`config.mk`:
```
export PLATFORM = sky130hd
export DESIGN_NAME = irq_request_logic
export DESIGN_NICKNAME = d
export VERILOG_FILES = /design/src/irq_regs_pkg.sv /design/src/irq_request_logic.sv
export SDC_FILE = /design/constraint.sdc
export NUM_CORES = 1
export LEC_CHECK = 0
export BUFFER_PORTS_ARGS = -buffer_cell sky130_fd_sc_hd__buf_2
export CORE_MARGIN = 5
export CORE_UTILIZATION = 48
export DETAILED_ROUTE_END_ITERATION = 16
export PLACE_DENSITY = 0.8
export REMOVE_ABC_BUFFERS = 1
export SYNTH_ARGS = -nofsm -noshare
export SYNTH_HDL_FRONTEND = slang
export SYNTH_SLANG_ARGS = --single-unit
```
`constraint.sdc`:
```
create_clock -name ref_clk -period 4.48 [get_ports ref_clk]
set_clock_uncertainty 0.15 [all_clocks]
set_input_delay 1.12 -clock ref_clk [delete_from_list [all_inputs] [get_ports ref_clk]]
set_output_delay 1.12 -clock ref_clk [all_outputs]
set_load 0.01 [all_outputs]
```
`src/irq_regs_pkg.sv`:
```
// register map, field positions and reset values of the interrupt block
`default_nettype none
package irq_regs_pkg;

  // ****************************************************************
  // register indices; byte address is four times the index
  // ****************************************************************
  localparam logic [5:0] IDX_EN_PRI  = 6'h02;
  localparam logic [5:0] IDX_EN_SEC  = 6'h03;
  localparam logic [5:0] IDX_REQ_PRI = 6'h04;
  localparam logic [5:0] IDX_REQ_SEC = 6'h05;
  localparam logic [5:0] IDX_STATE   = 6'h08;
  localparam logic [5:0] IDX_OPTION  = 6'h09;

  // ****************************************************************
  // field positions
  // ****************************************************************
  localparam int BIT_SET_CLEAR = 7;
  localparam int BIT_INVERT    = 7;
  localparam int BIT_PUSH_PULL = 7;
  localparam int BIT_TX        = 6;
  localparam int BIT_RX        = 5;
  localparam int BIT_IDLE      = 4;
  localparam int BIT_HI        = 3;
  localparam int BIT_LO        = 2;
  localparam int BIT_ERR       = 1;
  localparam int BIT_TMR       = 0;
  localparam int BIT_EXT       = 4;
  localparam int BIT_CRC       = 2;

  // ****************************************************************
  // masks and values after reset
  // ****************************************************************
  localparam logic [7:0] MASK_PRI    = 8'h7f;
  localparam logic [7:0] MASK_EN_SEC = 8'h94;
  localparam logic [7:0] MASK_SEC    = 8'h14;
  localparam logic [7:0] RST_EN_PRI  = 8'h80;
  localparam logic [7:0] RST_EN_SEC  = 8'h00;
  localparam logic [7:0] RST_REQ_PRI = 8'h14;
  localparam logic [7:0] RST_REQ_SEC = 8'h00;
  localparam logic [3:0] CMD_IDLE    = 4'h0;
  localparam logic [1:0] RESP_OKAY   = 2'h0;
  localparam logic [1:0] RESP_DECERR = 2'h3;

endpackage
`default_nettype wire

```
`src/irq_request_logic.sv`:
```
// interrupt request, enable and pin logic with its AXI4-Lite slave
`timescale 1ns/100ps
`default_nettype none

// How it works
// - invert bit set drives the pin as the inverse of the combined status.
// - invert bit clear drives the pin equal to the combined status.
// - invert bit resets to 1, leaving the open-drain pin released.
// - primary enable bits 6..0 gate transmit..timer flags onto the pin.
// - secondary enable bit 7 picks push-pull (1) or open-drain (0).
// - secondary enable bit 4 gates ext input, bit 2 gates crc done.
// - request write sets marked bits if bit 7 is 1, else clears them.
// - transmit flag sets when the last transmitted bit has left.
// - receive flag sets at the end of a valid incoming stream.
// - with ignore-empty option, receive flag needs data in the fifo.
// - idle flag sets when the command field returns to idle.
// - an unknown command start sets the idle flag.
// - a host-written idle command does not set the idle flag.
// - high warning flag latches on the rising fifo high status.
// - low warning flag latches on the rising fifo low status.
// - error flag sets while any error status bit is set.
// - timer flag sets when the timer count reaches zero.
// - crc done flag sets when crc calculation has processed all data.
// - ext input flag sets on either edge of the modulation input.
module irq_request_logic
  import irq_regs_pkg::*;
(
  input  wire logic        ref_clk,
  input  wire logic        sys_rst,
  input  wire logic [7:0]  awaddr,
  input  wire logic        awvalid,
  output logic             awready,
  input  wire logic [31:0] wdata,
  input  wire logic [3:0]  wstrb,
  input  wire logic        wvalid,
  output logic             wready,
  output logic [1:0]       bresp,
  output logic             bvalid,
  input  wire logic        bready,
  input  wire logic [7:0]  araddr,
  input  wire logic        arvalid,
  output logic             arready,
  output logic [31:0]      rdata,
  output logic [1:0]       rresp,
  output logic             rvalid,
  input  wire logic        rready,
  input  wire logic        tx_last_bit_sent,
  input  wire logic        rx_stream_end,
  input  wire logic        fifo_has_data,
  input  wire logic [3:0]  command_field,
  input  wire logic        host_idle_write,
  input  wire logic        unknown_cmd_start,
  input  wire logic        fifo_high_warning_status,
  input  wire logic        fifo_low_warning_status,
  input  wire logic [7:0]  error_status_register,
  input  wire logic [15:0] timer_count_register,
  input  wire logic        crc_calc_active,
  input  wire logic        crc_all_processed,
  input  wire logic        external_modulation_input,
  output logic             irq_pin_o,
  output logic             irq_pin_oe
);

  // ****************************************************************
  // state
  // ****************************************************************
  typedef struct packed {
    logic        aw_got;
    logic        w_got;
    logic [5:0]  wr_idx;
    logic [7:0]  wr_data;
    logic        wr_strb;
    logic        awready;
    logic        wready;
    logic        bvalid;
    logic [1:0]  bresp;
    logic        arready;
    logic        rvalid;
    logic [31:0] rdata;
    logic [1:0]  rresp;
    logic [7:0]  en_pri;
    logic [7:0]  en_sec;
    logic [7:0]  req_pri;
    logic [7:0]  req_sec;
    logic        ignore_empty;
    logic [3:0]  cmd_prev;
    logic        hi_prev;
    logic        lo_prev;
    logic        tmr_zero_prev;
    logic        ext_prev;
    logic        irq_level;
    logic        irq_o;
    logic        irq_oe;
  } state_t;

  state_t     s_r;
  state_t     s_nxt;
  logic       aw_hs;
  logic       w_hs;
  logic       do_wr;
  logic [7:0] ev_pri;
  logic [7:0] ev_sec;
  logic [7:0] rd_val;
  logic       pin_val;
  logic [7:0] gated_pri;
  logic [7:0] gated_sec;
  logic       tmr_zero;

  // ****************************************************************
  // value after reset: bus slots open, pin released
  // ****************************************************************
  localparam state_t S_RESET = '{
    aw_got:        1'b0,
    w_got:         1'b0,
    wr_idx:        6'h00,
    wr_data:       8'h00,
    wr_strb:       1'b0,
    awready:       1'b1,
    wready:        1'b1,
    bvalid:        1'b0,
    bresp:         RESP_OKAY,
    arready:       1'b1,
    rvalid:        1'b0,
    rdata:         32'h0000_0000,
    rresp:         RESP_OKAY,
    en_pri:        RST_EN_PRI,
    en_sec:        RST_EN_SEC,
    req_pri:       RST_REQ_PRI,
    req_sec:       RST_REQ_SEC,
    ignore_empty:  1'b0,
    cmd_prev:      CMD_IDLE,
    hi_prev:       1'b0,
    lo_prev:       1'b0,
    tmr_zero_prev: 1'b1,
    ext_prev:      1'b0,
    irq_level:     1'b0,
    irq_o:         1'b0,
    irq_oe:        1'b0
  };

  // ****************************************************************
  // helpers
  // ****************************************************************
  function automatic logic reg_known(input logic [5:0] idx);
    reg_known = (idx == IDX_EN_PRI) || (idx == IDX_EN_SEC) ||
                (idx == IDX_REQ_PRI) || (idx == IDX_REQ_SEC) ||
                (idx == IDX_STATE) || (idx == IDX_OPTION);
  endfunction

  // set wins over clear because hardware events are ORed in afterwards
  function automatic logic [7:0] set_clr(input logic [7:0] old,
                                         input logic [7:0] wd,
                                         input logic [7:0] mask);
    logic [7:0] marked;
    marked = wd & mask;
    if (wd[BIT_SET_CLEAR]) begin
      set_clr = old | marked;
    end else begin
      set_clr = old & ~marked;
    end
  endfunction

  // rising edge of a level against its value one clock earlier
  function automatic logic rose(input logic now_v,
                                input logic was_v);
    rose = now_v & ~was_v;
  endfunction

  // ****************************************************************
  // next state
  // ****************************************************************
  always_comb begin
    s_nxt   = s_r;
    aw_hs   = awvalid & s_r.awready;
    w_hs    = wvalid & s_r.wready;
    do_wr   = 1'b0;
    ev_pri  = 8'h00;
    ev_sec  = 8'h00;
    rd_val  = 8'h00;
    pin_val = 1'b0;
    tmr_zero = (timer_count_register == 16'h0000);

    // write channel: address and data in either order
    if (aw_hs) begin
      s_nxt.aw_got  = 1'b1;
      s_nxt.awready = 1'b0;
      s_nxt.wr_idx  = awaddr[7:2];
    end
    if (w_hs) begin
      s_nxt.w_got   = 1'b1;
      s_nxt.wready  = 1'b0;
      s_nxt.wr_data = wdata[7:0];
      s_nxt.wr_strb = wstrb[0];
    end
    if (s_r.bvalid && bready) begin
      s_nxt.bvalid  = 1'b0;
      s_nxt.awready = 1'b1;
      s_nxt.wready  = 1'b1;
    end
    // lands once both halves are in and the previous answer has gone
    do_wr = s_nxt.aw_got & s_nxt.w_got & ~s_r.bvalid;
    if (do_wr) begin
      s_nxt.aw_got = 1'b0;
      s_nxt.w_got  = 1'b0;
      s_nxt.bvalid = 1'b1;
      s_nxt.bresp  = reg_known(s_nxt.wr_idx) ? RESP_OKAY : RESP_DECERR;
      // only lane 0 carries register bits; other lanes are ignored
      if (s_nxt.wr_strb) begin
        case (s_nxt.wr_idx)
          IDX_EN_PRI: begin
            s_nxt.en_pri = s_nxt.wr_data;
          end
          IDX_EN_SEC: begin
            // reserved bits are not stored, so they read back as zero
            s_nxt.en_sec = s_nxt.wr_data & MASK_EN_SEC;
          end
          IDX_REQ_PRI: begin
            s_nxt.req_pri = set_clr(s_r.req_pri, s_nxt.wr_data, MASK_PRI);
          end
          IDX_REQ_SEC: begin
            s_nxt.req_sec = set_clr(s_r.req_sec, s_nxt.wr_data, MASK_SEC);
          end
          IDX_OPTION: begin
            s_nxt.ignore_empty = s_nxt.wr_data[0];
          end
          default: begin
          end
        endcase
      end
    end

    // read channel
    // read data show the state before the events of the same edge
    case (araddr[7:2])
      IDX_EN_PRI: begin
        rd_val = s_r.en_pri;
      end
      IDX_EN_SEC: begin
        rd_val = s_r.en_sec;
      end
      IDX_REQ_PRI: begin
        rd_val = s_r.req_pri;
      end
      IDX_REQ_SEC: begin
        rd_val = s_r.req_sec;
      end
      IDX_STATE: begin
        rd_val = {6'h00, s_r.irq_o, s_r.irq_level};
      end
      IDX_OPTION: begin
        rd_val = {7'h00, s_r.ignore_empty};
      end
      default: begin
        rd_val = 8'h00;
      end
    endcase
    if (s_r.rvalid && rready) begin
      s_nxt.rvalid  = 1'b0;
      s_nxt.arready = 1'b1;
    end
    if (arvalid && s_r.arready) begin
      s_nxt.arready = 1'b0;
      s_nxt.rvalid  = 1'b1;
      s_nxt.rdata   = {24'h00_0000, rd_val};
      s_nxt.rresp   = reg_known(araddr[7:2]) ? RESP_OKAY : RESP_DECERR;
    end

    // ****************************************************************
    // hardware events; flags are sticky until the host clears them
    // ****************************************************************
    ev_pri[BIT_TX] = tx_last_bit_sent;
    ev_pri[BIT_RX] = rx_stream_end &
                     (~s_r.ignore_empty | fifo_has_data);
    ev_pri[BIT_IDLE] = unknown_cmd_start |
                       ((s_r.cmd_prev != CMD_IDLE) &&
                        (command_field == CMD_IDLE) &&
                        !host_idle_write);
    ev_pri[BIT_HI] = rose(fifo_high_warning_status, s_r.hi_prev);
    ev_pri[BIT_LO] = rose(fifo_low_warning_status, s_r.lo_prev);
    // error is a level: a standing error keeps setting the flag again
    ev_pri[BIT_ERR] = |error_status_register;
    // only the step onto zero counts, not a counter resting at zero
    ev_pri[BIT_TMR] = rose(tmr_zero, s_r.tmr_zero_prev);
    ev_sec[BIT_CRC] = crc_calc_active & crc_all_processed;
    // the stored level resets low, so a high input at release counts once
    ev_sec[BIT_EXT] = external_modulation_input ^ s_r.ext_prev;

    // no hardware path clears a flag; only the set/clear write does
    s_nxt.req_pri = s_nxt.req_pri | ev_pri;
    s_nxt.req_sec = s_nxt.req_sec | ev_sec;

    s_nxt.cmd_prev      = command_field;
    s_nxt.hi_prev       = fifo_high_warning_status;
    s_nxt.lo_prev       = fifo_low_warning_status;
    s_nxt.tmr_zero_prev = tmr_zero;
    s_nxt.ext_prev      = external_modulation_input;

    // ****************************************************************
    // combined status and pin drive
    // ****************************************************************
    // each flag reaches the pin only through its own enable bit
    gated_pri       = s_nxt.req_pri & s_nxt.en_pri & MASK_PRI;
    gated_sec       = s_nxt.req_sec & s_nxt.en_sec & MASK_SEC;
    s_nxt.irq_level = (|gated_pri) | (|gated_sec);
    if (s_nxt.en_pri[BIT_INVERT]) begin
      pin_val = ~s_nxt.irq_level;
    end else begin
      pin_val = s_nxt.irq_level;
    end
    // open drain only pulls low, so a high level releases the pin
    if (s_nxt.en_sec[BIT_PUSH_PULL]) begin
      s_nxt.irq_o  = pin_val;
      s_nxt.irq_oe = 1'b1;
    end else begin
      s_nxt.irq_o  = 1'b0;
      s_nxt.irq_oe = ~pin_val;
    end
  end

  // ****************************************************************
  // registers
  // ****************************************************************
  always_ff @(posedge ref_clk or posedge sys_rst) begin
    if (sys_rst) begin
      s_r <= S_RESET;
    end else begin
      s_r <= s_nxt;
    end
  end

  assign awready    = s_r.awready;
  assign wready     = s_r.wready;
  assign bvalid     = s_r.bvalid;
  assign bresp      = s_r.bresp;
  assign arready    = s_r.arready;
  assign rvalid     = s_r.rvalid;
  assign rdata      = s_r.rdata;
  assign rresp      = s_r.rresp;
  assign irq_pin_o  = s_r.irq_o;
  assign irq_pin_oe = s_r.irq_oe;

endmodule
`default_nettype wire

```
; Word level (Yosys, flattened, before mapping)
; Index checks and enable logic that the tools add are counted.
[word_totals]
regBits = 78
out_inout_bits = 43
inputBits = 97
wordCells = 120
[classes]
n_bitwise = 30
muxes = 25
reduce_logical = 27
eq_ne = 12
[ops]
columns = op, count
row1 = 33-bit 2-to-1 mux, 2
row2 = 8-bit 2-to-1 mux, 6
row3 = 8-bit case mux with 6 select lines, 1
row4 = 36-bit 2-to-1 mux, 1
row5 = "6-bit by 2-bit == test with 1-bit output, second input constant", 4
row6 = "6-bit by 3-bit == test with 1-bit output, second input constant", 4
row7 = "6-bit by 4-bit == test with 1-bit output, second input constant", 4
row8 = 8-bit bitwise AND, 2
row9 = 16-bit logical NOT, 1
row10 = 8-bit by 5-bit bitwise OR with 8-bit output, 2
row11 = 8-bit by 7-bit bitwise OR with 8-bit output, 2
row12 = 1-bit logical OR, 10
row13 = 2-bit 2-to-1 mux, 5
row14 = 1-bit bitwise AND, 9
row15 = 9-bit 2-to-1 mux, 1
row16 = 5-bit inverter with 8-bit output, 1
row17 = 7-bit inverter with 8-bit output, 1
row18 = 2-bit nonzero test, 4
row19 = 8-bit OR reduction, 1
row20 = 7-bit bitwise AND, 1
row21 = 1-bit inverter, 7
row22 = 7-bit OR reduction, 1
row23 = 1-bit 2-to-1 mux, 6
row24 = 3-bit 2-to-1 mux, 2
row25 = other kinds (10), 16

; Logic depth before layout (Yosys ltp)
; Gate-level depths: netlist (run 1).
[depth]
word_depth = 16
mapped_depth = 10
depth_no_buf = 10

; Worst setup path before layout (run 1)
; No wires, ideal clock.
[synth_path]
path_type = input-to-reg
start = input awvalid
end = register s_r (netlist bit irq_pin_oe)
path_buffers = 0
arrival_ns = 3.505
setup_slack_ns = 0.704
required_ns = 4.209
stages = 9
setup_ns = 0.121
cell_sequence = a211o_1 > a211o_1 > or3b_4 > nor2_8 > mux2_1 > a22o_1 > a2111oi_4 > and4_1 > a21oi_1
[synth_lines]
columns = element, line_no
row1 = "start, declared", irq_request_logic.sv:31  ; input wire logic awvalid,
row2 = "end signal, assigned", irq_request_logic.sv:327  ; s_r <= s_nxt;
row3 = "end, declared", irq_request_logic.sv:96  ; state_t s_r;

==> flow_metrics.env, run 1 <==
export IMPL_run_status="complete, no violations"
export IMPL_maxSlewViolCount=0
export IMPL_clock_sinks=64
export IMPL_totalNegativeSetupSlack_ns=0
export IMPL_routed_wirelength_um=7003
export IMPL_crit_cells=10
export IMPL_setup_viol=0
export IMPL_pwr_density_cell_nw_per_um2=464.2
export IMPL_synthesis_yosys_warnings=0
export IMPL_critPathLaunch="awvalid"
export IMPL_design_die_area_um2=8641
export IMPL_worst_endpoint_arrival_ns=3.99
export IMPL_clk_pin_slew_worst_paths_ns=0.07
export IMPL_initialDrtViolationCount=129
export IMPL_cts_repair_timing_setup_buffer_count=0
export IMPL_netlist_top_cells_area="sky130_fd_sc_hd__dfrtp_1, sky130_fd_sc_hd__buf_4, sky130_fd_sc_hd__mux2_2"
export IMPL_unrepaired_setup_endpoints_after_global_routing="false"
export IMPL_cts_root_buffer="sky130_fd_sc_hd__clkbuf_8"
export IMPL_netlist_top_cells_count="sky130_fd_sc_hd__dfrtp_1, sky130_fd_sc_hd__buf_4, sky130_fd_sc_hd__nand2_1"
export IMPL_cts_inserted_buffers=9
export IMPL_floorplan_initialDensity=0.4889
export IMPL_min_period_ns=3.904
export IMPL_path_buf_inv=1
export IMPL_detail_route_vias_per_cell=5.239
export IMPL_detailroute_via_count=2415
export IMPL_core_area_um2=6756
export IMPL_ff2ff_path_depth=9
export IMPL_clk_insertion_delay_late_ns=0.35
export IMPL_critPathTopFamily="compound AO/OA/AOI/OAI gates"
export IMPL_timing_critical_path_slowest_stage_cell="sky130_fd_sc_hd__nor3_2"
export IMPL_synth_main_ff_cell="sky130_fd_sc_hd__dfrtp_1"
export IMPL_crit_path_cell_trace="buf_2 > a211o_1 > a211o_1 > nor3_2 > nand3_2 > a221o_1 > a22o_1 > a2111oi_4 > and4_1 > a21oi_1"
export IMPL_max_slew_worst_pin_slew_ns=1.034
export IMPL_die_y_um=92.96
export IMPL_grt_use_met3=0.02924
export IMPL_grt_met1_usage=0.2022
export IMPL_slew_headroom=0.3097
export IMPL_clk_buf_depth=2
export IMPL_yosys_register_bits=64
export IMPL_worstSetupStartpointType="primary input"
export IMPL_io_buffers=84
export IMPL_antenna_found_initial=0
export IMPL_dr_pass1_iters=4
export IMPL_yosys_cell_count_top_type="sky130_fd_sc_hd__dfrtp_1"
export IMPL_synth_top_cell_by_area="sky130_fd_sc_hd__dfrtp_1"
export IMPL_groute_layer_met2_usage=0.2819
export IMPL_layout_worst_path_cycle_share=0.8714
export IMPL_worst_r2r_startpoint="awready$_DFFE_PP1P_"
export IMPL_detail_route_drc_violations=0
export IMPL_layout_core_utilization=0.5620
export IMPL_area_growth_synth_to_final_pct=14.96
export IMPL_tritoncts_clock_tree="done"
export IMPL_cp_slowest_stage_delay_ns=0.65
export IMPL_maximum_number_of_pins_on_one_net_before_global_route_repair=52
export IMPL_yosysSeqAreaShare=0.4875
export IMPL_nFillCells=604
export IMPL_grt_overflow_total=0
export IMPL_synth_edff_count=0
export IMPL_cell_count_after_synthesis=297
export IMPL_leakagePower_nw=1.879
export IMPL_remaining_antenna_violation_count=0
export IMPL_timing_hold_worst_class="flop to flop"
export IMPL_timing_max_cap_violations=0
export IMPL_synth_distinct_cells=64
export IMPL_dp_hpwl_um=5342
export IMPL_yosys_area_top_type_share=0.4318
export IMPL_die_width_um=92.96
export IMPL_cts_repair_resize_count=0
export IMPL_worst_setup_path_end_kind="flop"
export IMPL_grt_most_used_layer="met2"
export IMPL_layout_drive_gt1_share=0.3858
export IMPL_top_level_ports=140
export IMPL_crit_path_frequent_cell="sky130_fd_sc_hd__a211o_1"
export IMPL_endpoint="irq_pin_oe$_DFF_PP0_"
export IMPL_worst_r2r_endpoint="irq_pin_oe$_DFF_PP0_"
export IMPL_hold_viol_final=0
export IMPL_critical_path_class="primary input to flop"
export IMPL_synthesis_area_per_instance_um2=11.12
export IMPL_rows=30
export IMPL_ir_drop_v=0.0001871
export IMPL_timing_critical_path_required_ns=4.56
export IMPL_hold_buffers=0
export IMPL_number_of_global_route_vias_before_repair=2451
export IMPL_design_final_nets=473
export IMPL_total_power_mw=1.763
export IMPL_place_congestion=0.8185
export IMPL_worst_r2r_setup_slack_ns=1.01
export IMPL_maxClockFrequency_ghz=0.2561
export IMPL_ys_async_rst_share=1.000
export IMPL_global_route_wire_length_before_repair_um=11250
export IMPL_crit_path_max_fanout=11
export IMPL_synthesis_area_um2=3303
export IMPL_avg_wl_per_cell_um=15.19
export IMPL_n_antenna_cell=0
export IMPL_h_tree_depth=3
export IMPL_all_layer_global_routing_usage=0.1662
worst min path at each step:
stage	startpoint	endpoint	slack [ns]	cells past startpoint
floorplan	s_r[6]$_DFF_PP0_	s_r[23]$_DFF_PP0_	0.28	1
global placement	s_r[6]$_DFF_PP0_	s_r[23]$_DFF_PP0_	0.31	1
detailed placement	rdata[2]$_DFFE_PP0P_	rdata[2]$_DFFE_PP0P_	0.31	2
CTS	rdata[2]$_DFFE_PP0P_	rdata[2]$_DFFE_PP0P_	0.33	2
global route	s_r[6]$_DFF_PP0_	s_r[23]$_DFF_PP0_	0.34	1
finish	rdata[2]$_DFFE_PP0P_	rdata[2]$_DFFE_PP0P_	0.32	2
registers in the layout, summed over array words and instances, names as in the netlist:
register	flops
rresp	1
bresp	1
irq_pin_o	1
irq_pin_oe	1
rvalid	1
rdata	8
wready	1
arready	1
bvalid	1
awready	1
s_r	47
cells by family (layout without fill, tap and decap cells):
group	count (synthesis)	count (layout)	synth area share
XOR/XNOR	3	3	0.007956
other	1	24	0.001135
flip-flops	64	64	0.4875
multiplexers	34	34	0.1151
buffers and inverters	59	120	0.1102
AND/OR/NAND/NOR	79	79	0.1489
AO/OA/AOI/OAI	57	57	0.1292
metrics by stage:
stage	hold WS, ns	area, um2	worst slack [ns]	std cells
after floorplan	0.2787	3097	0.7042	280
final	0.3218	3797	0.5759	461
after detailed placement	0.3145	3625	0.2581	445
after CTS	0.3287	3797	0.6016	461
after global placement	0.3065	3625	0.2871	445
after global routing	0.3444	3797	0.4677	461
layout make-up:
class,instances,area [um2],share of cell area
clock buffer,10,137.6,0.03624
clock inverter,6,35.03,0.009226
inverter,19,71.32,0.01878
multi-input combinational,197,1415,0.3727
sequential,64,1610,0.4241
tap,80,100.1,0.02636
timing repair buffer,85,427.9,0.1127
power by group:
part / internal [mW] / switching, mW / total, mW
sequential: 0.705 / 0.0731 / 0.778
combinational: 0.229 / 0.322 / 0.551
clock: 0.211 / 0.222 / 0.433
total: 1.15 / 0.617 / 1.76
metal layers:
| metal | wire length [um] | part of all wire |
|---|---|---|
| met5 | 0 | 0 |
| met4 | 125 | 0.018 |
| met3 | 467 | 0.067 |
| met2 | 3536 | 0.50 |
| met1 | 2873 | 0.41 |
cells in the final DEF (no fill, tap or decap), types with 4 or more instances in the layout:
cell,count
sky130_fd_sc_hd__conb_1,24
sky130_fd_sc_hd__clkbuf_8,10
sky130_fd_sc_hd__dfstp_2,7
sky130_fd_sc_hd__mux2i_1,13
sky130_fd_sc_hd__clkinv_2,4
sky130_fd_sc_hd__o21ai_0,15
sky130_fd_sc_hd__nand3_1,7
sky130_fd_sc_hd__dfrtp_1,57
sky130_fd_sc_hd__a31oi_1,4
sky130_fd_sc_hd__buf_2,84
sky130_fd_sc_hd__nor3_1,4
sky130_fd_sc_hd__nand2_1,20
sky130_fd_sc_hd__nor4_1,8
sky130_fd_sc_hd__inv_1,18
sky130_fd_sc_hd__mux2_2,18
sky130_fd_sc_hd__a21oi_1,10
sky130_fd_sc_hd__nor2_1,14
worst register-to-register path: cells and delay by family, from the launching register on:
| family | cells | cell delay [ns] |
|---|---|---|
| flops | 1 | 0.60 |
| mux | 2 | 0.84 |
| simple gates | 4 | 1.11 |
| compound gates | 3 | 0.66 |
Note: power is estimated with default switching activity, not from simulation.
==> inputs of run 2 (changes only) <==
--- a/config.mk
+++ b/config.mk
@@ -12,4 +12,5 @@
 export PLACE_DENSITY = 0.8
 export REMOVE_ABC_BUFFERS = 1
+export SKIP_LAST_GASP = 1
 export SYNTH_ARGS = -nofsm -noshare
 export SYNTH_HDL_FRONTEND = slang
==> constraint.sdc (replaced) <==
create_clock -name ref_clk -period 4.48 [get_ports ref_clk]
set_clock_uncertainty 0.15 [all_clocks]
set_input_delay 0.224 -clock ref_clk [delete_from_list [all_inputs] [get_ports ref_clk]]
set_output_delay 0.224 -clock ref_clk [all_outputs]
set_load 0.01 [all_outputs]
==> run 2 against run 1 <==
Sequential power barely moved. Critical path depth rose by 1. Sequential share of layout area fell by 2.0 points. Cell count rose by 3.5%. Combinational power rose by 3%. Total power rose by 4.5%. Final area rose by 4.8%. Flip-flop and latch count did not move. Die area did not move. Routed wire length rose by 4.7%. Fmax rose by 8.9%. Largest cell class unchanged.
==> flow_metrics.env, run 2 (synthesized netlist as in run 1, its figures left out) <==
export IMPL_run_status="complete, no violations"
export IMPL_clk_buf_depth=2
export IMPL_crit_path_max_fanout=11
export IMPL_area_of_combinational_cells_with_multiple_inputs_um2=1415
export IMPL_die_width_um=92.96
export IMPL_rows=30
export IMPL_worst_endpoint_arrival_ns=3.66
export IMPL_maximum_number_of_pins_on_one_net_before_global_route_repair=65
export IMPL_routed_wirelength_um=7330
export IMPL_setup_viol=0
export IMPL_clk_pin_slew_worst_paths_ns=0.08
export IMPL_pwr_density_cell_nw_per_um2=462.6
export IMPL_global_route_wire_length_before_repair_um=11700
export IMPL_top_register="s_r"
export IMPL_die_y_um=92.96
export IMPL_slew_headroom=0.4849
export IMPL_dr_pass1_iters=6
export IMPL_design_die_area_um2=8641
export IMPL_n_antenna_cell=0
export IMPL_detail_route_drc_violations=0
export IMPL_maxClockFrequency_ghz=0.2790
export IMPL_place_congestion=0.7933
export IMPL_unrepaired_setup_endpoints_after_global_routing="false"
export IMPL_detailroute_via_count=2471
export IMPL_holdCritStartpoint="bready"
export IMPL_hold_viol_final=0
export IMPL_cts_inserted_buffers=9
export IMPL_largest_register_ffs=47
export IMPL_core_area_um2=6756
export IMPL_ir_drop_v=0.0001947
export IMPL_cts_root_buffer="sky130_fd_sc_hd__clkbuf_8"
export IMPL_floorplan_initialDensity=0.4889
export IMPL_tritoncts_clock_tree="done"
export IMPL_worstSetupStartpointType="primary input"
export IMPL_critical_path_class="primary input to flop"
export IMPL_number_of_global_route_vias_before_repair=2488
export IMPL_layout_worst_path_cycle_share=0.8002
export IMPL_top_level_ports=140
export IMPL_worst_r2r_startpoint="awready$_DFFE_PP1P_"
export IMPL_area_growth_synth_to_final_pct=20.53
export IMPL_grt_overflow_total=0
export IMPL_detail_route_vias_per_cell=5.180
export IMPL_totalNegativeSetupSlack_ns=0
export IMPL_layout_cells_most_common_list="sky130_fd_sc_hd__buf_2, sky130_fd_sc_hd__dfrtp_1, sky130_fd_sc_hd__conb_1"
export IMPL_worst_setup_path_end_kind="flop"
export IMPL_critPathLaunch="awvalid"
export IMPL_final_seq_area_um2=1610
export IMPL_io_buffers=84
export IMPL_avg_wl_per_cell_um=15.37
export IMPL_timing_hold_worst_class="primary input to flop"
export IMPL_place_ws_ns=0.9662
export IMPL_dp_hpwl_um=5306
export IMPL_antenna_found_initial=0
export IMPL_maxSlewViolCount=0
export IMPL_max_slew_worst_pin_slew_ns=0.7727
export IMPL_remaining_antenna_violation_count=0
export IMPL_timing_critical_path_required_ns=4.56
export IMPL_timing_hold_ws_ns=0.004738
export IMPL_mostFrequentLayoutCell="sky130_fd_sc_hd__buf_2"
export IMPL_all_layer_global_routing_usage=0.1738
export IMPL_clock_sinks=64
export IMPL_initialDrtViolationCount=116
export IMPL_clk_insertion_delay_late_ns=0.34
export IMPL_nFillCells=565
export IMPL_design_final_nets=489
export IMPL_leakagePower_nw=1.958
export IMPL_timing_max_cap_violations=0
export IMPL_layout_drive_gt1_share=0.3703
export IMPL_postLayoutSetupSlackWorst_ns=0.8953
export IMPL_min_period_ns=3.585
export IMPL_h_tree_depth=3
export IMPL_cts_repair_resize_count=0
-- run 2: area by class of cell --
type,count,area share
clock buffer,9,0.03111
clock inverter,7,0.01823
inverter,19,0.01791
multi-input combinational,197,0.3554
sequential,64,0.4045
tap,80,0.02514
timing repair buffer,101,0.1477
-- run 2: worst paths after layout --
path                                        end  slack [ns]  depth (start not counted)
setup / recovery           irq_pin_oe$_DFF_PP0_        0.90                         11
hold / removal               bvalid$_DFFE_PP0P_       0.005                          3
setup reg to reg           irq_pin_oe$_DFF_PP0_        0.94                          9
hold reg to reg            rdata[4]$_DFFE_PP0P_        0.33                          2
max in group asynchronous     s_r[21]$_DFF_PP0_        3.16                          4
min in group asynchronous     s_r[98]$_DFF_PP0_        0.50                          4
-- run 2: per-layer routing --
metal	track usage	vias up	wire, um
met5	0	-	0
met4	0.07692	0	113
met3	0.02924	8	406
met2	0.2987	88	3699
met1	0.2138	1183	3111
li1	-	1192	-
-- run 2: through the flow --
step,instances,area (um2),power (mW),utilization
after global placement,445,3625,1.312,0.5365
after CTS,477,3981,1.846,0.5893
final,477,3981,1.842,0.5893
after floorplan,280,3097,1.171,-
after detailed placement,445,3625,1.338,0.5365
after global routing,477,3981,1.940,0.5893
-- run 2: timing repair --
action / CTS / global route
hold buffers: 16 / 0
hold endpoints to repair: 69 / 0
buffers inserted: 0 / 0
-- run 2: power by group --
part / total (mW) / internal, mW / switching, mW
sequential: 0.778 / 0.705 / 0.0735
clock: 0.494 / 0.256 / 0.238
combinational: 0.570 / 0.244 / 0.326
-- run 2: critical path, stage by stage --
cell	delay, ns
sky130_fd_sc_hd__dlygate4sd3_1	0.53
sky130_fd_sc_hd__buf_2	0.17
sky130_fd_sc_hd__a211o_1	0.32
sky130_fd_sc_hd__a211o_1	0.36
sky130_fd_sc_hd__nor3_2	0.63
sky130_fd_sc_hd__nand3_2	0.12
sky130_fd_sc_hd__a221o_1	0.34
sky130_fd_sc_hd__a22o_1	0.27
sky130_fd_sc_hd__a2111oi_4	0.39
sky130_fd_sc_hd__and4_1	0.26
sky130_fd_sc_hd__a21oi_1	0.04
==> inputs of run 3 (changes only) <==
- ABC_AREA: default -> 1
- CORE_UTILIZATION: 48 -> 44
- PLACE_DENSITY: 0.8 -> 0.77
- clock period: 4.48 -> 3.1 ns (I/O delays scaled with it)
==> run 3 against run 2 <==
Critical path type unchanged. Largest cell class unchanged. Clock-buffer cell count is 2 higher. Global-route usage grew 0.62 points. Sequential power increased by 52%. Total power up 64%. Routed wire length is 14% higher. First-iteration DRC count grew 1.7%.
==> flow_metrics.env, run 3 <==
export IMPL_synthesis_yosys_warnings=0
export IMPL_worst_setup_path_end_kind="flop"
export IMPL_maxSlewViolCount=0
export IMPL_grt_overflow_total=0
export IMPL_pwr_share_seq=0.391
export IMPL_dp_hpwl_um=6112
export IMPL_area_of_combinational_cells_with_multiple_inputs_um2=1446
export IMPL_setup_viol=0
export IMPL_timing_critical_path_required_ns=3.17
export IMPL_leakagePower_nw=2.293
export IMPL_grt_most_used_layer="met2"
export IMPL_netlist_top_cells_area="sky130_fd_sc_hd__dfrtp_1, sky130_fd_sc_hd__nand2_1, sky130_fd_sc_hd__buf_4"
export IMPL_area_growth_synth_to_final_pct=25.47
export IMPL_avg_wl_per_cell_um=13.03
export IMPL_initialDrtViolationCount=118
export IMPL_clk_insertion_delay_late_ns=0.35
export IMPL_top_register="s_r"
export IMPL_critical_path_class="primary input to flop"
export IMPL_power_switching_mw=1.200
export IMPL_tritoncts_clock_tree="done"
export IMPL_cp_slowest_stage_delay_ns=0.58
export IMPL_cell_count_after_synthesis=419
export IMPL_synthesis_area_per_instance_um2=8.278
export IMPL_place_congestion=0.8512
export IMPL_core_area_um2=7687
export IMPL_worst_r2r_startpoint="awready$_DFFE_PP1P_"
export IMPL_p_int_mw=1.824
export IMPL_pwr_density_cell_nw_per_um2=695.0
export IMPL_layout_cells_most_common_list="sky130_fd_sc_hd__nand2_1, sky130_fd_sc_hd__buf_2, sky130_fd_sc_hd__dfrtp_1"
export IMPL_synth_edff_count=0
export IMPL_cts_root_buffer="sky130_fd_sc_hd__clkbuf_8"
export IMPL_ys_async_rst_share=1.000
export IMPL_grt_use_met3=0.04671
export IMPL_n_antenna_cell=0
export IMPL_layout_worst_path_cycle_share=0.9092
export IMPL_synthesis_area_um2=3468
export IMPL_yosysSeqAreaShare=0.4643
export IMPL_hold_viol_final=0
export IMPL_layout_drive_gt1_share=0.2677
export IMPL_synth_distinct_cells=37
export IMPL_yosys_cell_count_top_type="sky130_fd_sc_hd__nand2_1"
export IMPL_all_layer_global_routing_usage=0.1801
export IMPL_maximum_number_of_pins_on_one_net_before_global_route_repair=36
export IMPL_floorplan_initialDensity=0.4512
export IMPL_io_buffers=84
export IMPL_detail_route_vias_per_cell=4.792
export IMPL_netlist_top_cells_count="sky130_fd_sc_hd__nand2_1, sky130_fd_sc_hd__dfrtp_1, sky130_fd_sc_hd__inv_1"
export IMPL_share_comb_of_total_power=0.380
export IMPL_totalNegativeSetupSlack_ns=0
export IMPL_ir_drop_v=0.0003255
export IMPL_clk_pin_slew_worst_paths_ns=0.06
export IMPL_grt_met1_usage=0.2223
export IMPL_swShare=0.3968
export IMPL_timing_hold_worst_class="primary input to flop"
export IMPL_maxClockFrequency_ghz=0.3548
export IMPL_synth_top_cell_by_area="sky130_fd_sc_hd__dfrtp_1"
export IMPL_detailroute_via_count=3067
export IMPL_clk_buf_depth=2
export IMPL_run_status="complete, no violations"
export IMPL_crit_path_frequent_cell="sky130_fd_sc_hd__nand2_1"
export IMPL_rows=32
export IMPL_synth_main_ff_cell="sky130_fd_sc_hd__dfrtp_1"
export IMPL_die_width_um=98.79
export IMPL_timing_max_cap_violations=0
export IMPL_clock_power_share=0.229
export IMPL_h_tree_depth=3
export IMPL_cts_inserted_buffers=9
export IMPL_crit_path_cell_trace="dlygate4sd3_1 > buf_2 > nor4_1 > dlygate4sd3_1 > nand2_1 > dlygate4sd3_1 > nor2_1 > nand2_1 > nand2_1 > nand2_1 > nand2_1 > nor2_2 > nand2_2 > nand2_2 > nand2_1 > nor2_2"
export IMPL_slew_headroom=0.5190
export IMPL_design_die_area_um2=9758
export IMPL_largest_register_ffs=47
export IMPL_yosys_register_bits=64
export IMPL_worst_endpoint_arrival_ns=2.89
export IMPL_worstSetupStartpointType="primary input"
export IMPL_routed_wirelength_um=8340
export IMPL_critPathLaunch="timer_count_register[14]"
export IMPL_min_period_ns=2.819
export IMPL_total_power_mw=3.024
export IMPL_dr_pass1_iters=4
export IMPL_number_of_global_route_vias_before_repair=3119
export IMPL_unrepaired_setup_endpoints_after_global_routing="false"
export IMPL_groute_layer_met2_usage=0.3001
export IMPL_final_seq_area_um2=1610
export IMPL_global_route_wire_length_before_repair_um=14010
export IMPL_yosys_area_top_type_share=0.4113
export IMPL_design_final_nets=631
export IMPL_antenna_found_initial=0
export IMPL_holdCritStartpoint="awaddr[3]"
export IMPL_top_level_ports=140
export IMPL_max_slew_worst_pin_slew_ns=0.7205
export IMPL_timing_critical_path_slowest_stage_cell="sky130_fd_sc_hd__dlygate4sd3_1"
export IMPL_remaining_antenna_violation_count=0
export IMPL_nFillCells=693
export IMPL_die_y_um=98.79
export IMPL_clock_sinks=64
export IMPL_crit_path_max_fanout=2
export IMPL_mostFrequentLayoutCell="sky130_fd_sc_hd__nand2_1"
export IMPL_detail_route_drc_violations=0
==> run 3: cell types whose count changed after synthesis, moves of 4 or more <==
cell	before	now
sky130_fd_sc_hd__nand2_2	1	11
sky130_fd_sc_hd__nor2_4	1	5
sky130_fd_sc_hd__nand2_1	20	125
sky130_fd_sc_hd__nor2_1	14	21
sky130_fd_sc_hd__nor2_2	0	4
sky130_fd_sc_hd__mux2i_1	13	0
sky130_fd_sc_hd__inv_1	19	42
sky130_fd_sc_hd__a21oi_1	10	3
sky130_fd_sc_hd__nand4_1	1	12
sky130_fd_sc_hd__mux2_2	18	0
sky130_fd_sc_hd__nand3_1	7	30
==> run 3: metrics by stage <==
step	setup slack (ns)	area, um2	hold WS (ns)	instances	utilization
after floorplan	0.7242	3232	0.03643	400	-
after global placement	0.4346	3795	0.1263	588	0.4937
after detailed placement	0.3357	3795	0.1288	588	0.4937
after CTS	0.3108	4352	0.05621	640	0.5661
after global routing	0.04722	4352	0.06225	640	0.5661
final	0.2814	4352	0.06639	640	0.5661
==> run 3: final timing paths <==
kind                                   endpoint  slack, ns  cells after the start
max reg2reg                 irq_pin_o$_DFF_PP0_       0.31                     13
max in group asynchronous     s_r[24]$_DFF_PP1_       1.72                      4
min reg2reg                rdata[3]$_DFFE_PP0P_       0.33                      2
min in group asynchronous      s_r[6]$_DFF_PP0_       0.32                      3
max                         irq_pin_o$_DFF_PP0_       0.28                     16
min                           s_r[95]$_DFF_PP0_       0.07                      3
==> run 3: routing by layer <==
layer / routed length [um] / vias up
li1: - / 1519
met1: 3472 / 1432
met2: 4126 / 106
met3: 588 / 10
met4: 153 / 0
met5: 0 / -
==> run 3: critical path, delay by kind of cell <==
family	cells	cell delay (ns)
buffers and inverters	4	1.79
and+or+nand+nor	12	0.94
==> run 3: cell type report <==
cell class / count / area share
Timing Repair Buffer: 123 / 0.1852
Inverter: 46 / 0.04025
Tap cell: 102 / 0.02933
Multi-Input combinational cell: 290 / 0.3324
Sequential cell: 64 / 0.3700
Clock buffer: 11 / 0.03249
Clock inverter: 4 / 0.01035
==> run 3: timing repair <==
item / in CTS / in global routing
endpoints found under the hold margin: 62 / 0
buffers inserted: 0 / 0
gates resized for setup: 0 / 0
hold buffers: 37 / 0
==> run 3: kinds of logic after synthesis <==
| group | share of synthesized area |
|---|---|
| XOR/XNOR | 0.002526 |
| AO/OA/AOI/OAI | 0.06133 |
| flip-flops | 0.4643 |
| buffers and inverters | 0.1436 |
| AND/OR/NAND/NOR | 0.3272 |
| other | 0.001081 |
==> run 3: power groups by stage <==
stage	logic, mW	registers, mW	clock network, mW
after global routing	1.28	1.21	0.748
final	1.15	1.18	0.693
after global placement	1.07	1.19	0
after CTS	1.15	1.18	0.707
after floorplan	0.764	1.21	0
after detailed placement	1.11	1.20	0
